<file path="config.mk">
export PLATFORM = sky130hd
export DESIGN_NAME = csf_status_reg
export DESIGN_NICKNAME = d
export VERILOG_FILES = /design/src/design/csf_pkg.sv /design/src/design/csf_status_reg.sv
export VERILOG_INCLUDE_DIRS = /design/src /design/src/design
export SDC_FILE = /design/constraint.sdc
export NUM_CORES = 1
export LEC_CHECK = 0
export ABC_AREA = 1
export BUFFER_PORTS_ARGS = -buffer_cell sky130_fd_sc_hd__buf_4
export CAP_MARGIN = 40
export CORE_MARGIN = 4
export CORE_UTILIZATION = 37
export DETAILED_ROUTE_END_ITERATION = 6
export PLACE_DENSITY_LB_ADDON = 0.2
export SLEW_MARGIN = 20
export SYNTH_ARGS = -nofsm -noshare
export SYNTH_HDL_FRONTEND = slang
export SYNTH_SLANG_ARGS = --single-unit
</file>
<file path="constraint.sdc">
create_clock -name i_clk -period 3.15 [get_ports i_clk]
set_clock_uncertainty 0.15 [all_clocks]
set_input_delay 0.315 -clock i_clk [delete_from_list [all_inputs] [get_ports i_clk]]
set_output_delay 0.315 -clock i_clk [all_outputs]
set_load 0.05 [all_outputs]
</file>
<file path="src/design/csf_defines.svh">
/*
  constants of the processor status flag register: bit positions,
  reset values and the register's word indices on the register bus.
  assumes it is included by its bare name, after the package.
*/
`ifndef CSF_DEFINES_SVH
`define CSF_DEFINES_SVH

`define CSF_BIT_C       0
`define CSF_BIT_HC      1
`define CSF_BIT_Z       2
`define CSF_BIT_PWRDN   3
`define CSF_BIT_WDEXP   4
`define CSF_BIT_BANK_LO 5
`define CSF_BIT_BANK_HI 6
`define CSF_BIT_IND     7
`define CSF_RST_STAT    8'h18
`define CSF_IDX_LO      12'h003
`define CSF_IDX_HI      12'h083
`define CSF_BANK_SHIFT  7
`define CSF_BANK_SPAN   9'h080

`endif

</file>
<file path="src/design/csf_pkg.sv">
/*
  types of the processor status flag register.
  assumes a single core clock domain.
*/
`default_nettype none

package csf_pkg;

  // destination write from the execution unit
  typedef struct packed {
    logic       wr;
    logic       clr;
    logic [2:0] upd;
    logic [7:0] data;
  } csf_fwr_t;

  // raw outcome of the alu for the current instruction
  typedef struct packed {
    logic [7:0] result;
    logic       carry;
    logic       digit_carry;
    logic       is_sub;
  } csf_alu_t;

endpackage

`default_nettype wire

</file>
<file path="src/design/csf_status_reg.sv">
/*
  8-bit processor status register with masked writes, alu flag update,
  reset-cause tracking and an apb read/write window for software.
  assumes the execution unit and the alu sit on the same clock, and that
  the apb master follows the usual setup and access phases.
*/
`include "csf_defines.svh"
`default_nettype none

// How it works
// RULE1: flags, reset causes, bank bits share one register
// RULE2: status accepted as any instruction's destination
// RULE3: flag-updating write keeps alu flags, not data
// RULE4: software writes never touch reset-cause flags
// RULE5: clear zeroes bank bits, sets zero flag
// RULE6: software should prefer flag-neutral ops
// RULE7: software keeps bits 7 and 6 zero
// RULE8: upper bank bits not general storage
// RULE9: subtraction flags carry as inverted borrows
// RULE10: bank field selects 128-byte address window
// RULE11: watchdog flag set by power-up, clear, sleep
// RULE12: zero flag follows result equal zero
// RULE13: half carry from bit three carry out
// RULE14: power-down flag set power-up, cleared sleep
module csf_status_reg
  import csf_pkg::*;
#(
  parameter int ADDR_W = 12
)
(
  input  wire logic              i_clk,
  input  wire logic              i_reset,
  input  wire logic              i_psel,
  input  wire logic              i_penable,
  input  wire logic              i_pwrite,
  input  wire logic [ADDR_W-1:0] i_paddr,
  input  wire logic [31:0]       i_pwdata,
  output logic      [31:0]       o_prdata,
  output logic                   o_pready,
  output logic                   o_pslverr,
  input  wire csf_pkg::csf_fwr_t i_fwr,
  input  wire csf_pkg::csf_alu_t i_alu,
  input  wire logic              i_watchdog_clear_op,
  input  wire logic              i_sleep_op,
  input  wire logic              i_watchdog_timeout,
  output logic      [7:0]        o_status,
  output logic      [8:0]        o_bank_base
);
  import csf_pkg::*;

  // the alias window needs twelve address bits
  if (ADDR_W < 12)
  begin : g_addr_w_chk
    $error("csf_status_reg: ADDR_W must be at least 12");
  end

  ////////////////////////////////////////////////////////////////////////
  // apb slave: one wait state, so pready always comes from a flop

  logic [7:0] stat_r;
  logic [7:0] stat_nxt;
  logic       pready_r;
  logic       hit;
  logic       apb_done;
  logic       sw_wr;

  assign hit      = (i_paddr == ADDR_W'({`CSF_IDX_LO, 2'b00})) ||
                    (i_paddr == ADDR_W'({`CSF_IDX_HI, 2'b00}));
  assign apb_done = i_psel && i_penable && pready_r;
  assign sw_wr    = apb_done && i_pwrite && hit && !i_fwr.wr && !i_fwr.clr;

  always_ff @(posedge i_clk)
  begin
    if (i_reset)
      pready_r <= 1'b0;
    else
      pready_r <= i_psel && i_penable && !pready_r;
  end

  always_ff @(posedge i_clk)
  begin
    if (i_reset)
    begin
      o_prdata  <= 32'h0000_0000;
      o_pslverr <= 1'b0;
    end
    else if (i_psel && i_penable && !pready_r)
    begin
      o_prdata  <= (hit && !i_pwrite) ? {24'h00_0000, stat_nxt} : 32'h0000_0000;
      o_pslverr <= !hit;
    end
  end

  assign o_pready = pready_r;

  ////////////////////////////////////////////////////////////////////////
  // next value of the status byte

  logic z_new;
  logic hc_new;
  logic c_new;

  always_comb
  begin
    z_new  = (i_alu.result == 8'h00);                          // RULE12
    hc_new = i_alu.is_sub ? !i_alu.digit_carry : i_alu.digit_carry; // RULE9 RULE13
    c_new  = i_alu.is_sub ? !i_alu.carry : i_alu.carry;        // RULE9
  end

  always_comb
  begin
    stat_nxt = stat_r;
    // destination write: every bit but the reset causes
    if (i_fwr.clr)
    begin
      stat_nxt[`CSF_BIT_IND:`CSF_BIT_BANK_LO] = 3'b000;         // RULE5
      stat_nxt[`CSF_BIT_Z]                    = 1'b1;           // RULE5
    end
    else if (i_fwr.wr)
    begin
      stat_nxt[`CSF_BIT_IND:`CSF_BIT_BANK_LO] = i_fwr.data[`CSF_BIT_IND:`CSF_BIT_BANK_LO]; // RULE2
      stat_nxt[`CSF_BIT_Z:`CSF_BIT_C]         = i_fwr.data[`CSF_BIT_Z:`CSF_BIT_C];         // RULE2
    end
    else if (sw_wr)
    begin
      stat_nxt[`CSF_BIT_IND:`CSF_BIT_BANK_LO] = i_pwdata[`CSF_BIT_IND:`CSF_BIT_BANK_LO];   // RULE4
      stat_nxt[`CSF_BIT_Z:`CSF_BIT_C]         = i_pwdata[`CSF_BIT_Z:`CSF_BIT_C];           // RULE4
    end
    // alu flags override the data write for the bits the op updates
    if (!i_fwr.clr)
    begin
      if (i_fwr.upd[`CSF_BIT_C])
        stat_nxt[`CSF_BIT_C] = c_new;                           // RULE3
      if (i_fwr.upd[`CSF_BIT_HC])
        stat_nxt[`CSF_BIT_HC] = hc_new;                         // RULE3
      if (i_fwr.upd[`CSF_BIT_Z])
        stat_nxt[`CSF_BIT_Z] = z_new;                           // RULE3
    end
    // reset causes change only through device events
    if (i_watchdog_clear_op)
    begin
      stat_nxt[`CSF_BIT_WDEXP] = 1'b1;                          // RULE11
      stat_nxt[`CSF_BIT_PWRDN] = 1'b1;                          // RULE14
    end
    if (i_sleep_op)
    begin
      stat_nxt[`CSF_BIT_WDEXP] = 1'b1;                          // RULE11
      stat_nxt[`CSF_BIT_PWRDN] = 1'b0;                          // RULE14
    end
    // a time-out is the rarer cause, so it must not be masked by a clear
    if (i_watchdog_timeout)
      stat_nxt[`CSF_BIT_WDEXP] = 1'b0;                          // RULE11
  end

  ////////////////////////////////////////////////////////////////////////
  // the register and its bank decode

  always_ff @(posedge i_clk)
  begin
    if (i_reset)
      stat_r <= `CSF_RST_STAT;                                  // RULE1 RULE11 RULE14
    else
      stat_r <= stat_nxt;                                       // RULE1
  end

  always_ff @(posedge i_clk)
  begin
    if (i_reset)
      o_bank_base <= 9'h000;
    else
      o_bank_base <= {stat_nxt[`CSF_BIT_BANK_HI:`CSF_BIT_BANK_LO], {`CSF_BANK_SHIFT{1'b0}}}; // RULE10
  end

  assign o_status = stat_r;

  ////////////////////////////////////////////////////////////////////////
  // checks

  sw_no_cause_a: assert property (@(posedge i_clk) disable iff (i_reset) // RULE4
    (sw_wr && !i_watchdog_clear_op && !i_sleep_op && !i_watchdog_timeout)
      |=> o_status[`CSF_BIT_WDEXP:`CSF_BIT_PWRDN] == $past(stat_r[`CSF_BIT_WDEXP:`CSF_BIT_PWRDN]))
    else $error("software write changed a reset-cause flag");

  clear_file_a: assert property (@(posedge i_clk) disable iff (i_reset) // RULE5
    (i_fwr.clr && !i_watchdog_clear_op && !i_sleep_op && !i_watchdog_timeout)
      |=> o_status[`CSF_BIT_IND:`CSF_BIT_BANK_LO] == 3'b000 && o_status[`CSF_BIT_Z]
          && o_status[`CSF_BIT_WDEXP:`CSF_BIT_PWRDN] == $past(stat_r[`CSF_BIT_WDEXP:`CSF_BIT_PWRDN])
          && o_status[`CSF_BIT_HC:`CSF_BIT_C] == $past(stat_r[`CSF_BIT_HC:`CSF_BIT_C]))
    else $error("clear of status gave wrong pattern");

  masked_zero_a: assert property (@(posedge i_clk) disable iff (i_reset) // RULE3
    (i_fwr.wr && !i_fwr.clr && i_fwr.upd[`CSF_BIT_Z])
      |=> o_status[`CSF_BIT_Z] == ($past(i_alu.result) == 8'h00))
    else $error("zero flag took data instead of alu outcome");

  sub_carry_a: assert property (@(posedge i_clk) disable iff (i_reset) // RULE9
    (!i_fwr.clr && i_fwr.upd[`CSF_BIT_C] && i_alu.is_sub)
      |=> o_status[`CSF_BIT_C] == !$past(i_alu.carry))
    else $error("subtraction carry is not an inverted borrow");

  half_carry_a: assert property (@(posedge i_clk) disable iff (i_reset) // RULE13
    (!i_fwr.clr && i_fwr.upd[`CSF_BIT_HC])
      |=> o_status[`CSF_BIT_HC] == ($past(i_alu.digit_carry) ^ $past(i_alu.is_sub)))
    else $error("half carry flag wrong");

  sleep_flags_a: assert property (@(posedge i_clk) disable iff (i_reset) // RULE14
    (i_sleep_op && !i_watchdog_timeout) |=> !o_status[`CSF_BIT_PWRDN] && o_status[`CSF_BIT_WDEXP])
    else $error("sleep did not set reset-cause flags");

  timeout_flag_a: assert property (@(posedge i_clk) disable iff (i_reset) // RULE11
    i_watchdog_timeout |=> !o_status[`CSF_BIT_WDEXP])
    else $error("time-out did not clear watchdog flag");

  // checked as bank number times bank span, not by the shift the logic uses
  bank_map_a: assert property (@(posedge i_clk) disable iff (i_reset) // RULE10
    o_bank_base == {7'h00, o_status[`CSF_BIT_BANK_HI:`CSF_BIT_BANK_LO]} * `CSF_BANK_SPAN)
    else $error("bank base disagrees with bank bits");

  apb_wait_a: assert property (@(posedge i_clk) disable iff (i_reset) // apb one wait state
    (i_psel && i_penable && !o_pready) |=> o_pready)
    else $error("apb access not answered after one wait");

endmodule

`default_nettype wire

</file>
==> key figures, run 1 <==
Route
  – Final WL: 2833 um
  – DRT antenna net count: 0
  – WL per Instance: approximately 10 um
  – DRT Pass-1 Iters: 4
  – DRC: 0
  – DRT iter0 DRCs: 25
  – Vias/cell: just over 4
  – Vias: 1128

Global route
  – Grt ovf: 0
  – First-pass GRT wire length: about 4300 um
  – Antenna violations before repair: 0
  – GRT Total Usage: 0.1292
  – Vias in the first global route: 1008
  – Largest net degree at the start of global routing: 15

Synthesis
  – Compound-gate portion of the synthesized area: 0.1118
  – Top cells by area, synth: dfxtp_1 (31%), buf_4 (21%), nand2_1 (9.9%)
  – Avg Inst Size Synth: just under 7 um^2
  – Combinational family with the most area after synthesis: buffers and inverters
  – Synthesized-area fraction occupied by and/or/nand/nor cells: 0.2620
  – Sequential share of the synthesized area: 0.3067
  – Yosys top cell area share: 0.3067
  – Synthesis warning total: 0
  – XOR/XNOR Fraction of Synth Area: 0.01491
  – Largest area contributor in the netlist: dfxtp_1
  – Synth Cell Area: roughly 0.0012 mm^2
  – #FFs+latches synth: 18
  – Post-Syn Instances: 169
  – Area share of fa/ha/maj cells after synthesis: 0
  – Number of distinct library cells after synthesis: 29
  – Mux share of post-synthesis cell area: 0

STA
  – Min Tclk post-route: about 1.6 ns
  – Fin crit share: 0.5228
  – Final setup TNS: 0 ns
  – Slew margin rel.: 0.6348
  – RSZ-0062 raised after global routing: false
  – Final setup vio count: 0
  – Fmax: approximately 610 MHz
  – Final count of hold timing violations: 0
  – Final slew viol count: 0
  – Slew @ Worst Pin: 0.5459 ns

Placement
  – IO buf count: 66
  – Gpl congestion: 0.7360
  – Placed cells: roughly 270
  – Post-DP HPWL: between 2000 and 2500 um

Final layout
  – Fill cells: 335
  – Final #Nets: 310
  – Ratio of cells with drive above 1 in the final layout: 0.3348
  – Diodes inserted: 0
  – Synth-to-layout area growth: 36.74%
  – Commonest non-fill, non-tap cell in the layout: buf_4
  – Cell Count, Final, Fillers Out: around 280
  – Util after Layout: 0.5262
  – Most frequent cells in the layout: buf_4 (66), nand2_1 (31), conb_1 (31)

Critical path
  – Crit path launch type: register
  – Worst path arrival time: 1.70 ns
  – CP Max Fanout: 11
  – Critical path's slowest cell: dfxtp_1
  – Crit-path max cell delay: 0.36 ns
  – Worst-path cell chain: nand2_1, inv_1, nand2_1, nor2_2, nand3_2, o211ai_1, o21ai_1, nand3_1, nand2_1
  – R2R setup slack: 1.50 ns
  – CP Capture Type: register
  – CP dominant cell by count: nand2_1
  – Setup CP Type: reg2reg
  – Required @ worst endpoint: 3.20 ns

Floorplanning
  – Die Y: 64.35 um
  – Core footprint: 0.003053 mm^2
  – Starting Density: 0.3848
  – Die W: ~64 um
  – Die area: slightly above 0.004 mm^2
  – Rows: 20
  – I/O pins: 127

Clocking
  – Clk root buf: clkbuf_4
  – Htree depth: 1
  – CTS tree: done
  – Bufs on Longest Clock Path: 2
  – PostCTS Resize Cnt: 0
  – CTS clk-pin slew, worst paths: 0.11 ns
  – CTS buffer count: 3
  – Insertion delay to the later sink of the worst-skew pair: 0.29 ns
  – Setup repair bufs after CTS: 0
  – # hold bufs at CTS: 0
  – # clock sinks: 18

Outcome
  – Status: finished clean

Hold path
  – Min-delay worst type: in2reg

Power
  – Peak VDD IR: 0.2314 mV
  – Pleak: ~0.89 nW
  – Power density cells: 368.8 mW/mm^2

Job
  – Maxcap violations: 0
## metal layers
layer,vias to the layer above,track usage,part of all wire
met5,-,0,0
met4,0,0.05541,0.0099
met3,4,0.03163,0.12
met2,53,0.2165,0.47
met1,474,0.1558,0.40
li1,597,-,-
## flip-flops by register name (all words and copies together), names as in the netlist
signal     cells
o_prdata       8
o_pslverr      1
o_pready       1
o_status       8
## power by group
group	internal (mW)	switching (mW)	total [mW]
combinational	0.0606	0.149	0.210
sequential	0.235	0.00394	0.239
clock	0.0705	0.0734	0.144
## cells in the mapped netlist
cell type / n
xnor2_1: 1
buf_4: 33
o21ai_0: 3
or2_2: 1
clkinv_1: 1
clkbuf_1: 1
nand4_1: 1
xor2_1: 1
buf_6: 1
nor3_1: 1
nor2_1: 14
o21ai_2: 1
buf_2: 1
a21oi_1: 7
nand3_1: 14
a31oi_1: 1
o211ai_2: 1
inv_1: 22
dfxtp_1: 18
nand2_1: 31
nor4_1: 2
nor2_4: 1
nand3_2: 1
conb_1: 1
nand2_4: 1
o211ai_1: 4
o21ai_1: 3
a21oi_2: 1
nor2_2: 1
## worst max-delay path, delay by kind of cell, from the launching register on
| family | cells | cell delay [ns] |
|---|---|---|
| AOI/OAI and AO/OA | 2 | 0.38 |
| and+or+nand+nor | 6 | 0.62 |
| buffers and inverters | 1 | 0.04 |
| DFF | 1 | 0.36 |
## final cells by class
cell class / count / area (um^2) / share of cell area
well taps: 44 / 55.05 / 0.03427
multi-input cells: 122 / 573.1 / 0.3567
clock buffers: 4 / 36.28 / 0.02259
repair buffers: 66 / 495.5 / 0.3084
inverters: 23 / 86.33 / 0.05374
flip-flops and latches: 18 / 360.3 / 0.2243
## kinds of logic (layout without fill, tap and decap cells)
| family | Yosys count | count (layout) |
|---|---|---|
| compound gates | 21 | 21 |
| flops | 18 | 18 |
| other cells | 1 | 31 |
| simple gates | 68 | 68 |
| xor+xnor | 2 | 2 |
| buf+inv | 59 | 93 |
## path summary, 6_finish.rpt
check / from / endpoint / depth (start not counted)
setup reg to reg: o_pready / o_prdata[7] / 9
hold / removal: i_reset / o_status[7] / 2
setup / recovery: o_pready / o_prdata[7] / 9
hold reg to reg: o_prdata[1] / o_prdata[1] / 2
## through the flow
step	hold WS [ns]	setup WS, ns	instance area (um^2)	total power [mW]
after global routing	0.1025	1.269	1607	0.6188
after floorplan	0.3280	1.357	1287	0.4191
after detailed placement	0.3116	1.229	1570	0.4544
after global placement	0.3094	1.225	1570	0.4536
final	0.1042	1.503	1607	0.5925
after CTS	0.1095	1.475	1607	0.5971
(Power assumes the default switching activity.)
==> run 2: changes to the inputs <==
Settings changed: CORE_UTILIZATION 37 to 34.
Clock period 3.15 ns to 1.7 ns, I/O delays scaled along.
==> run 2 against run 1 <==
Net effect:
- combinational power up 92%
- sequential cell count stayed put
- maximum frequency rose by 7.9%
- critical path type unchanged
- hold slack worse by 0.063 ns
- via count is 3.5% higher
- sequential power rose by 85%
- global-route usage rose by 0.11 points
- register-to-register slack worse by 1.3 ns
- utilization is 1.7 points lower
- clock power rose by 82%
- largest power group unchanged
- worst setup slack got worse by 1.3 ns
- non-clock buffer count is 7 higher
==> key figures, run 2 (synthesized netlist as in run 1, its figures left out) <==
Outcome
  – Status: finished clean (unchanged)

STA
  – Final setup vio count: 0 (unchanged)
  – RSZ-0062 raised after global routing: true (was false)
  – Slew @ Worst Pin: 0.6371 ns (was 0.5459 ns)
  – Final slew viol count: 0 (unchanged)
  – Slew margin rel.: 0.5720 (was 0.6348)
  – Fmax: 655.0 MHz (was 607.2 MHz)
  – Fin crit share: 0.8980 (was 0.5228)
  – Final count of hold timing violations: 0 (unchanged)
  – Min Tclk post-route: 1.527 ns (was 1.647 ns)
  – Worst setup margin: 0.1734 ns (was 1.503 ns)
  – Final Hold Slack: 0.04108 ns (was 0.1042 ns)

Route
  – DRT Pass-1 Iters: 4 (unchanged)
  – Vias: 1167 (was 1128)
  – WL per Instance: 10.30 um (was 10.23 um)
  – Vias/cell: 4.066 (was 4.072)
  – DRT iter0 DRCs: 16 (was 25)
  – Final WL: 2956 um (was 2833 um)
  – DRT antenna net count: 0 (unchanged)
  – DRC: 0 (unchanged)

Floorplanning
  – Die area: 0.004460 mm^2 (was 0.004141 mm^2)
  – Die W: 66.79 um (was 64.35 um)
  – Rows: 21 (was 20)
  – I/O pins: 127 (unchanged)
  – Die Y: 66.79 um (was 64.35 um)
  – Core footprint: 0.003337 mm^2 (was 0.003053 mm^2)
  – Starting Density: 0.3521 (was 0.3848)

Critical path
  – R2R Path End: o_prdata[6] (was o_prdata[7])
  – Setup CP Type: reg2reg (unchanged)
  – CP Max Fanout: 5 (was 11)
  – Worst path arrival time: 1.57 ns (was 1.70 ns)
  – R2R setup slack: 0.17 ns (was 1.50 ns)
  – Required @ worst endpoint: 1.75 ns (was 3.20 ns)
  – FF-to-FF path depth: 9 (unchanged)
  – Critical R2R Launch: o_pready (unchanged)
  – CP Capture Type: register (unchanged)
  – Crit path launch type: register (unchanged)

Global route
  – GRT Total Usage: 0.1303 (was 0.1292)
  – Vias in the first global route: 1050 (was 1008)
  – Largest net degree at the start of global routing: 15 (unchanged)
  – Grt ovf: 0 (unchanged)
  – First-pass GRT wire length: 4498 um (was 4319 um)
  – Antenna violations before repair: 0 (unchanged)

Hold path
  – Worst hold path startpoint: i_fwr[10] (was i_reset)
  – Hold depth: 4 (was 2)
  – Min-delay worst type: in2reg (unchanged)
  – End of the worst hold path: o_status[2] (was o_status[7])

Placement
  – Placed cells: 279 (was 273)
  – DP Worst Slack: -0.01899 ns (was 1.229 ns)
  – Post-DP HPWL: 2394 um (was 2373 um)
  – IO buf count: 66 (unchanged)
  – Gpl congestion: 0.7104 (was 0.7360)

Power
  – Sw frac: 0.3798 (was 0.3826)
  – Peak VDD IR: 0.4239 mV (was 0.2314 mV)
  – Clock share of power: 0.236 (was 0.243)
  – Sw power: 0.4208 mW (was 0.2267 mW)
  – Internal power: 0.6873 mW (was 0.3658 mW)
  – Pleak: 0.9218 nW (was 0.8856 nW)
  – Logic pwr share: 0.365 (was 0.354)
  – Reg power frac: 0.399 (was 0.403)
  – Power density cells: 652.2 mW/mm^2 (was 368.8 mW/mm^2)

Clocking
  – CTS clk-pin slew, worst paths: 0.10 ns (was 0.11 ns)
  – CTS buffer count: 3 (unchanged)
  – Insertion delay to the later sink of the worst-skew pair: 0.29 ns (about the same)
  – Clk root buf: clkbuf_4 (unchanged)
  – # clock sinks: 18 (unchanged)
  – Setup repair bufs after CTS: 0 (unchanged)
  – CTS tree: done (unchanged)
  – Bufs on Longest Clock Path: 2 (unchanged)
  – Htree depth: 1 (unchanged)

Final layout
  – Cell Count, Final, Fillers Out: 287 (was 277)
  – Fill cells: 357 (was 335)
  – Final #Nets: 318 (was 310)
  – Commonest non-fill, non-tap cell in the layout: buf_4 (unchanged)
  – Ratio of cells with drive above 1 in the final layout: 0.3568 (was 0.3348)
  – Most frequent cells in the layout: buf_4 (70), conb_1 (31), nand2_1 (30) (was buf_4 (66), nand2_1 (31), conb_1 (31))
  – Diodes inserted: 0 (unchanged)
  – Util after Layout: 0.5092 (was 0.5262)
  – Synth-to-layout area growth: 44.62% (was 36.74%)

Job
  – Maxcap violations: 0 (unchanged)
==> run 2: changes by cell type in the layout (fill, tap and decap cells not counted), sizes merged <==
cell         before  now
buf              66   70
dlygate4sd3       0    3
nand3            15   16
==> run 2: metrics by stage <==
step / TNS [ns] / total power [mW] / area [um^2]
3_3_place_gp: 0 / 0.8458 / 1604
4_1_cts: 0 / 1.120 / 1670
2_1_floorplan: 0 / 0.7767 / 1289
3_5_place_dp: -0.01899 / 0.8479 / 1604
6_report: 0 / 1.108 / 1699
5_1_grt: -0.009470 / 1.173 / 1699
==> run 2: timing repair <==
| action | in CTS | in global routing |
|---|---|---|
| resized for setup | 0 | 4 |
| endpoints found under the hold margin | 9 | 0 |
| setup endpoints to repair | 0 | 11 |
| hold buffers | 3 | 0 |
==> run 2: worst max path at each step <==
stage,from,endpoint,slack [ns],cells after the start
after floorplan,o_pready,o_prdata[2],0.08,12
after global placement,i_paddr[1],o_prdata[2],0.02,11
after detailed placement,i_paddr[1],o_prdata[2],-0.02,11
after CTS,o_pready,o_prdata[2],0.06,11
after global routing,o_pready,o_prdata[6],-0.008,9
final,o_pready,o_prdata[6],0.17,9
==> run 2: worst max-delay path, cell delays in order (launching register included) <==
cell	delay, ns
dfxtp_2	0.35
nand2_1	0.05
inv_1	0.05
nand2_2	0.05
nor2_4	0.14
nand3_2	0.17
o211ai_1	0.22
o21ai_1	0.12
nand3_1	0.08
nand2_1	0.05
==> run 2: routing by layer <==
metal | global-route usage | part of all wire | wire length [um] | vias up
li1 | - | - | - | 613
met1 | 0.1590 | 0.40 | 1179 | 496
met2 | 0.2178 | 0.48 | 1426 | 54
met3 | 0.02530 | 0.10 | 306 | 4
met4 | 0.06091 | 0.015 | 43 | 0
met5 | 0 | 0 | 0 | -
==> run 2: area by class of cell <==
cell class                 instances  area (um^2)  area share
clock buffer                       4        36.28     0.02135
inverter                          23        86.33     0.05081
multi-input combinational        123        601.8      0.3542
sequential                        18        361.6      0.2128
tap                               46        57.56     0.03387
timing repair buffer              73        555.5      0.3270
==> run 2: power by group through the flow <==
stage / registers, mW / logic [mW] / clock network (mW)
2_1_floorplan: 0.498 / 0.279 / 0
3_3_place_gp: 0.452 / 0.394 / 0
3_5_place_dp: 0.452 / 0.396 / 0
4_1_cts: 0.443 / 0.402 / 0.275
5_1_grt: 0.445 / 0.434 / 0.294
6_report: 0.442 / 0.404 / 0.262
==> run 3: changes to the inputs <==
Settings changed: CORE_UTILIZATION 34 to 31.
Clock period 1.7 ns to 1.4 ns, I/O delays scaled along.
==> run 3 against run 2 <==
Net effect:
- the flow now finishes with violations (setup timing)
- critical path depth rose by 2
- clock power is 40% higher
- via count rose by 3.3%
- sequential power grew 21%
==> key figures, run 3 (synthesized netlist as in run 1, its figures left out) <==
Clocking
  – CTS tree: done (unchanged)
  – CTS buffer count: 3 (unchanged)
  – CTS clk-pin slew, worst paths: 0.07 ns (was 0.10 ns)
  – Insertion delay to the later sink of the worst-skew pair: 0.25 ns (was 0.29 ns)
  – Clk root buf: clkbuf_8 (was clkbuf_4)
  – Htree depth: 1 (unchanged)
  – # clock sinks: 18 (unchanged)
  – Bufs on Longest Clock Path: 2 (unchanged)

Final layout
  – Commonest non-fill, non-tap cell in the layout: buf_4 (unchanged)
  – Ratio of cells with drive above 1 in the final layout: 0.4089 (was 0.3568)
  – Most frequent cells in the layout: buf_4 (77), conb_1 (31), nand2_1 (27) (was buf_4 (70), conb_1 (31), nand2_1 (30))
  – Final #Nets: 324 (was 318)
  – Synth-to-layout area growth: 53.03% (was 44.62%)
  – Util after Layout: 0.4911 (was 0.5092)
  – Diodes inserted: 0 (unchanged)
  – Cell Count, Final, Fillers Out: 295 (was 287)

Power
  – Power density cells: 783.0 mW/mm^2 (was 652.2 mW/mm^2)
  – Pleak: 0.9532 nW (was 0.9218 nW)
  – Final total power: 1.408 mW (was 1.108 mW)
  – Peak VDD IR: 0.4432 mV (was 0.4239 mV)

Floorplanning
  – Die Y: 69.56 um (was 66.79 um)
  – Die area: 0.004839 mm^2 (was 0.004460 mm^2)
  – Starting Density: 0.3209 (was 0.3521)
  – I/O pins: 127 (unchanged)
  – Rows: 22 (was 21)
  – Die W: 69.56 um (was 66.79 um)
  – Core footprint: 0.003661 mm^2 (was 0.003337 mm^2)

STA
  – Final setup vio count: 9 (was 0)
  – Fin crit share: 1.061 (was 0.8980)
  – Min Tclk post-route: 1.485 ns (was 1.527 ns)
  – Final slew viol count: 0 (unchanged)
  – Final count of hold timing violations: 0 (unchanged)
  – Worst setup margin: -0.08479 ns (was 0.1734 ns)
  – RSZ-0062 raised after global routing: true (unchanged)
  – Final setup TNS: -0.4167 ns (was 0 ns)
  – Fmax: 673.5 MHz (was 655.0 MHz)

Placement
  – Post-DP HPWL: 2597 um (was 2394 um)
  – Gpl congestion: 0.7292 (was 0.7104)
  – IO buf count: 66 (unchanged)
  – Placed cells: 287 (was 279)

Critical path
  – Setup CP Type: reg2reg (unchanged)
  – Worst path arrival time: 1.48 ns (was 1.57 ns)
  – CP startpoint: o_pready (unchanged)
  – CP Capture Type: register (unchanged)
  – Critical R2R Launch: o_pready (unchanged)
  – Setup crit end: o_prdata[2] (was o_prdata[6])
  – R2R setup slack: -0.08 ns (was 0.17 ns)
  – Required @ worst endpoint: 1.40 ns (was 1.75 ns)
  – FF-to-FF path depth: 11 (was 9)
  – CP Max Fanout: 6 (was 5)
  – Crit path launch type: register (unchanged)
  – R2R Path End: o_prdata[2] (was o_prdata[6])

Route
  – Final WL: 3301 um (was 2956 um)
  – Vias: 1205 (was 1167)
  – DRT Pass-1 Iters: 4 (unchanged)
  – Vias/cell: 4.085 (was 4.066)
  – DRT iter0 DRCs: 50 (was 16)
  – DRC: 0 (unchanged)
  – WL per Instance: 11.19 um (was 10.30 um)
  – DRT antenna net count: 0 (unchanged)

Global route
  – Antenna violations before repair: 0 (unchanged)
  – Largest net degree at the start of global routing: 11 (was 15)
  – GRT Total Usage: 0.1349 (was 0.1303)
  – Vias in the first global route: 1191 (was 1050)
  – First-pass GRT wire length: 5444 um (was 4498 um)
  – Grt ovf: 0 (unchanged)

Job
  – Maxcap violations: 0 (unchanged)

Outcome
  – Status: complete, but fails checks (was finished clean)
  – Failing checks: setup timing

Hold path
  – Min-delay worst type: in2reg (unchanged)
[run 3: cell count changes in the layout (fill, tap and decap cells not counted), sizes merged]
cell / previous run / this run
dlygate4sd3: 3 / 2
buf: 70 / 77
clkinvlp: 0 / 1
clkinv: 1 / 0
[run 3: worst min path at each step]
stage,slack (ns),startpoint,to,cells past startpoint
after floorplan,0.15,i_fwr[11],o_status[0],2
after global placement,0.25,i_reset,o_status[0],2
final,0.009,i_watchdog_timeout,o_prdata[4],4
after global routing,0.02,i_watchdog_timeout,o_prdata[4],4
after detailed placement,0.25,i_reset,o_prdata[4],2
after CTS,0.009,i_watchdog_timeout,o_prdata[4],4
[run 3: power by group]
group	total, mW	switching (mW)	leakage [nW]	internal [mW]
combinational	0.505	0.350	0.783	0.155
sequential	0.537	0.00930	0.148	0.527
clock	0.366	0.164	0.0228	0.202
[run 3: stage by stage]
step	hold WS (ns)	worst slack, ns	cell area [um^2]
6_report	0.008990	-0.08479	1798
5_1_grt	0.02087	-0.2133	1798
4_1_cts	0.008572	-0.08256	1752
3_5_place_dp	0.2549	-0.2226	1654
3_3_place_gp	0.2522	-0.1702	1654
2_1_floorplan	0.1530	-0.1472	1291
[run 3: final cells by class]
| type | instances | area (um^2) |
|---|---|---|
| clock buffers | 4 | 45.04 |
| fillers | 385 | 1863 |
| inverters | 23 | 90.09 |
| multi-input cells | 123 | 640.6 |
| flip-flops and latches | 18 | 364.1 |
| well taps | 48 | 60.06 |
| repair buffers | 79 | 598.1 |
[run 3: what timing repair did]
item | 4_1_cts | 5_1_grt
setup endpoints to repair | 14 | 14
endpoints found under the hold margin | 8 | 0
gates cloned | 1 | 0
hold buffers | 2 | 0
resized for setup | 7 | 9
pin swaps | 2 | 0
setup buffers | 0 | 1
[run 3: critical path: stages (launching register included)]
cell and delay (ns):
dfxtp_4 0.35, nand2_2 0.05, inv_2 0.04, nand2_2 0.05, nor2_4 0.16, nand3_4 0.14, o21ai_2 0.15, nand2_1 0.05
nand2_1 0.07, nand2_1 0.06, nand3_1 0.07, nand2_1 0.05
[run 3: metal layers]
layer	part of all wire	track usage	wire [um]	vias to the layer above
li1	-	-	-	627
met1	0.40	0.1689	1326	523
met2	0.50	0.2235	1662	53
met3	0.086	0.03478	284	2
met4	0.0082	0.04555	27	0
met5	0	0	0	-
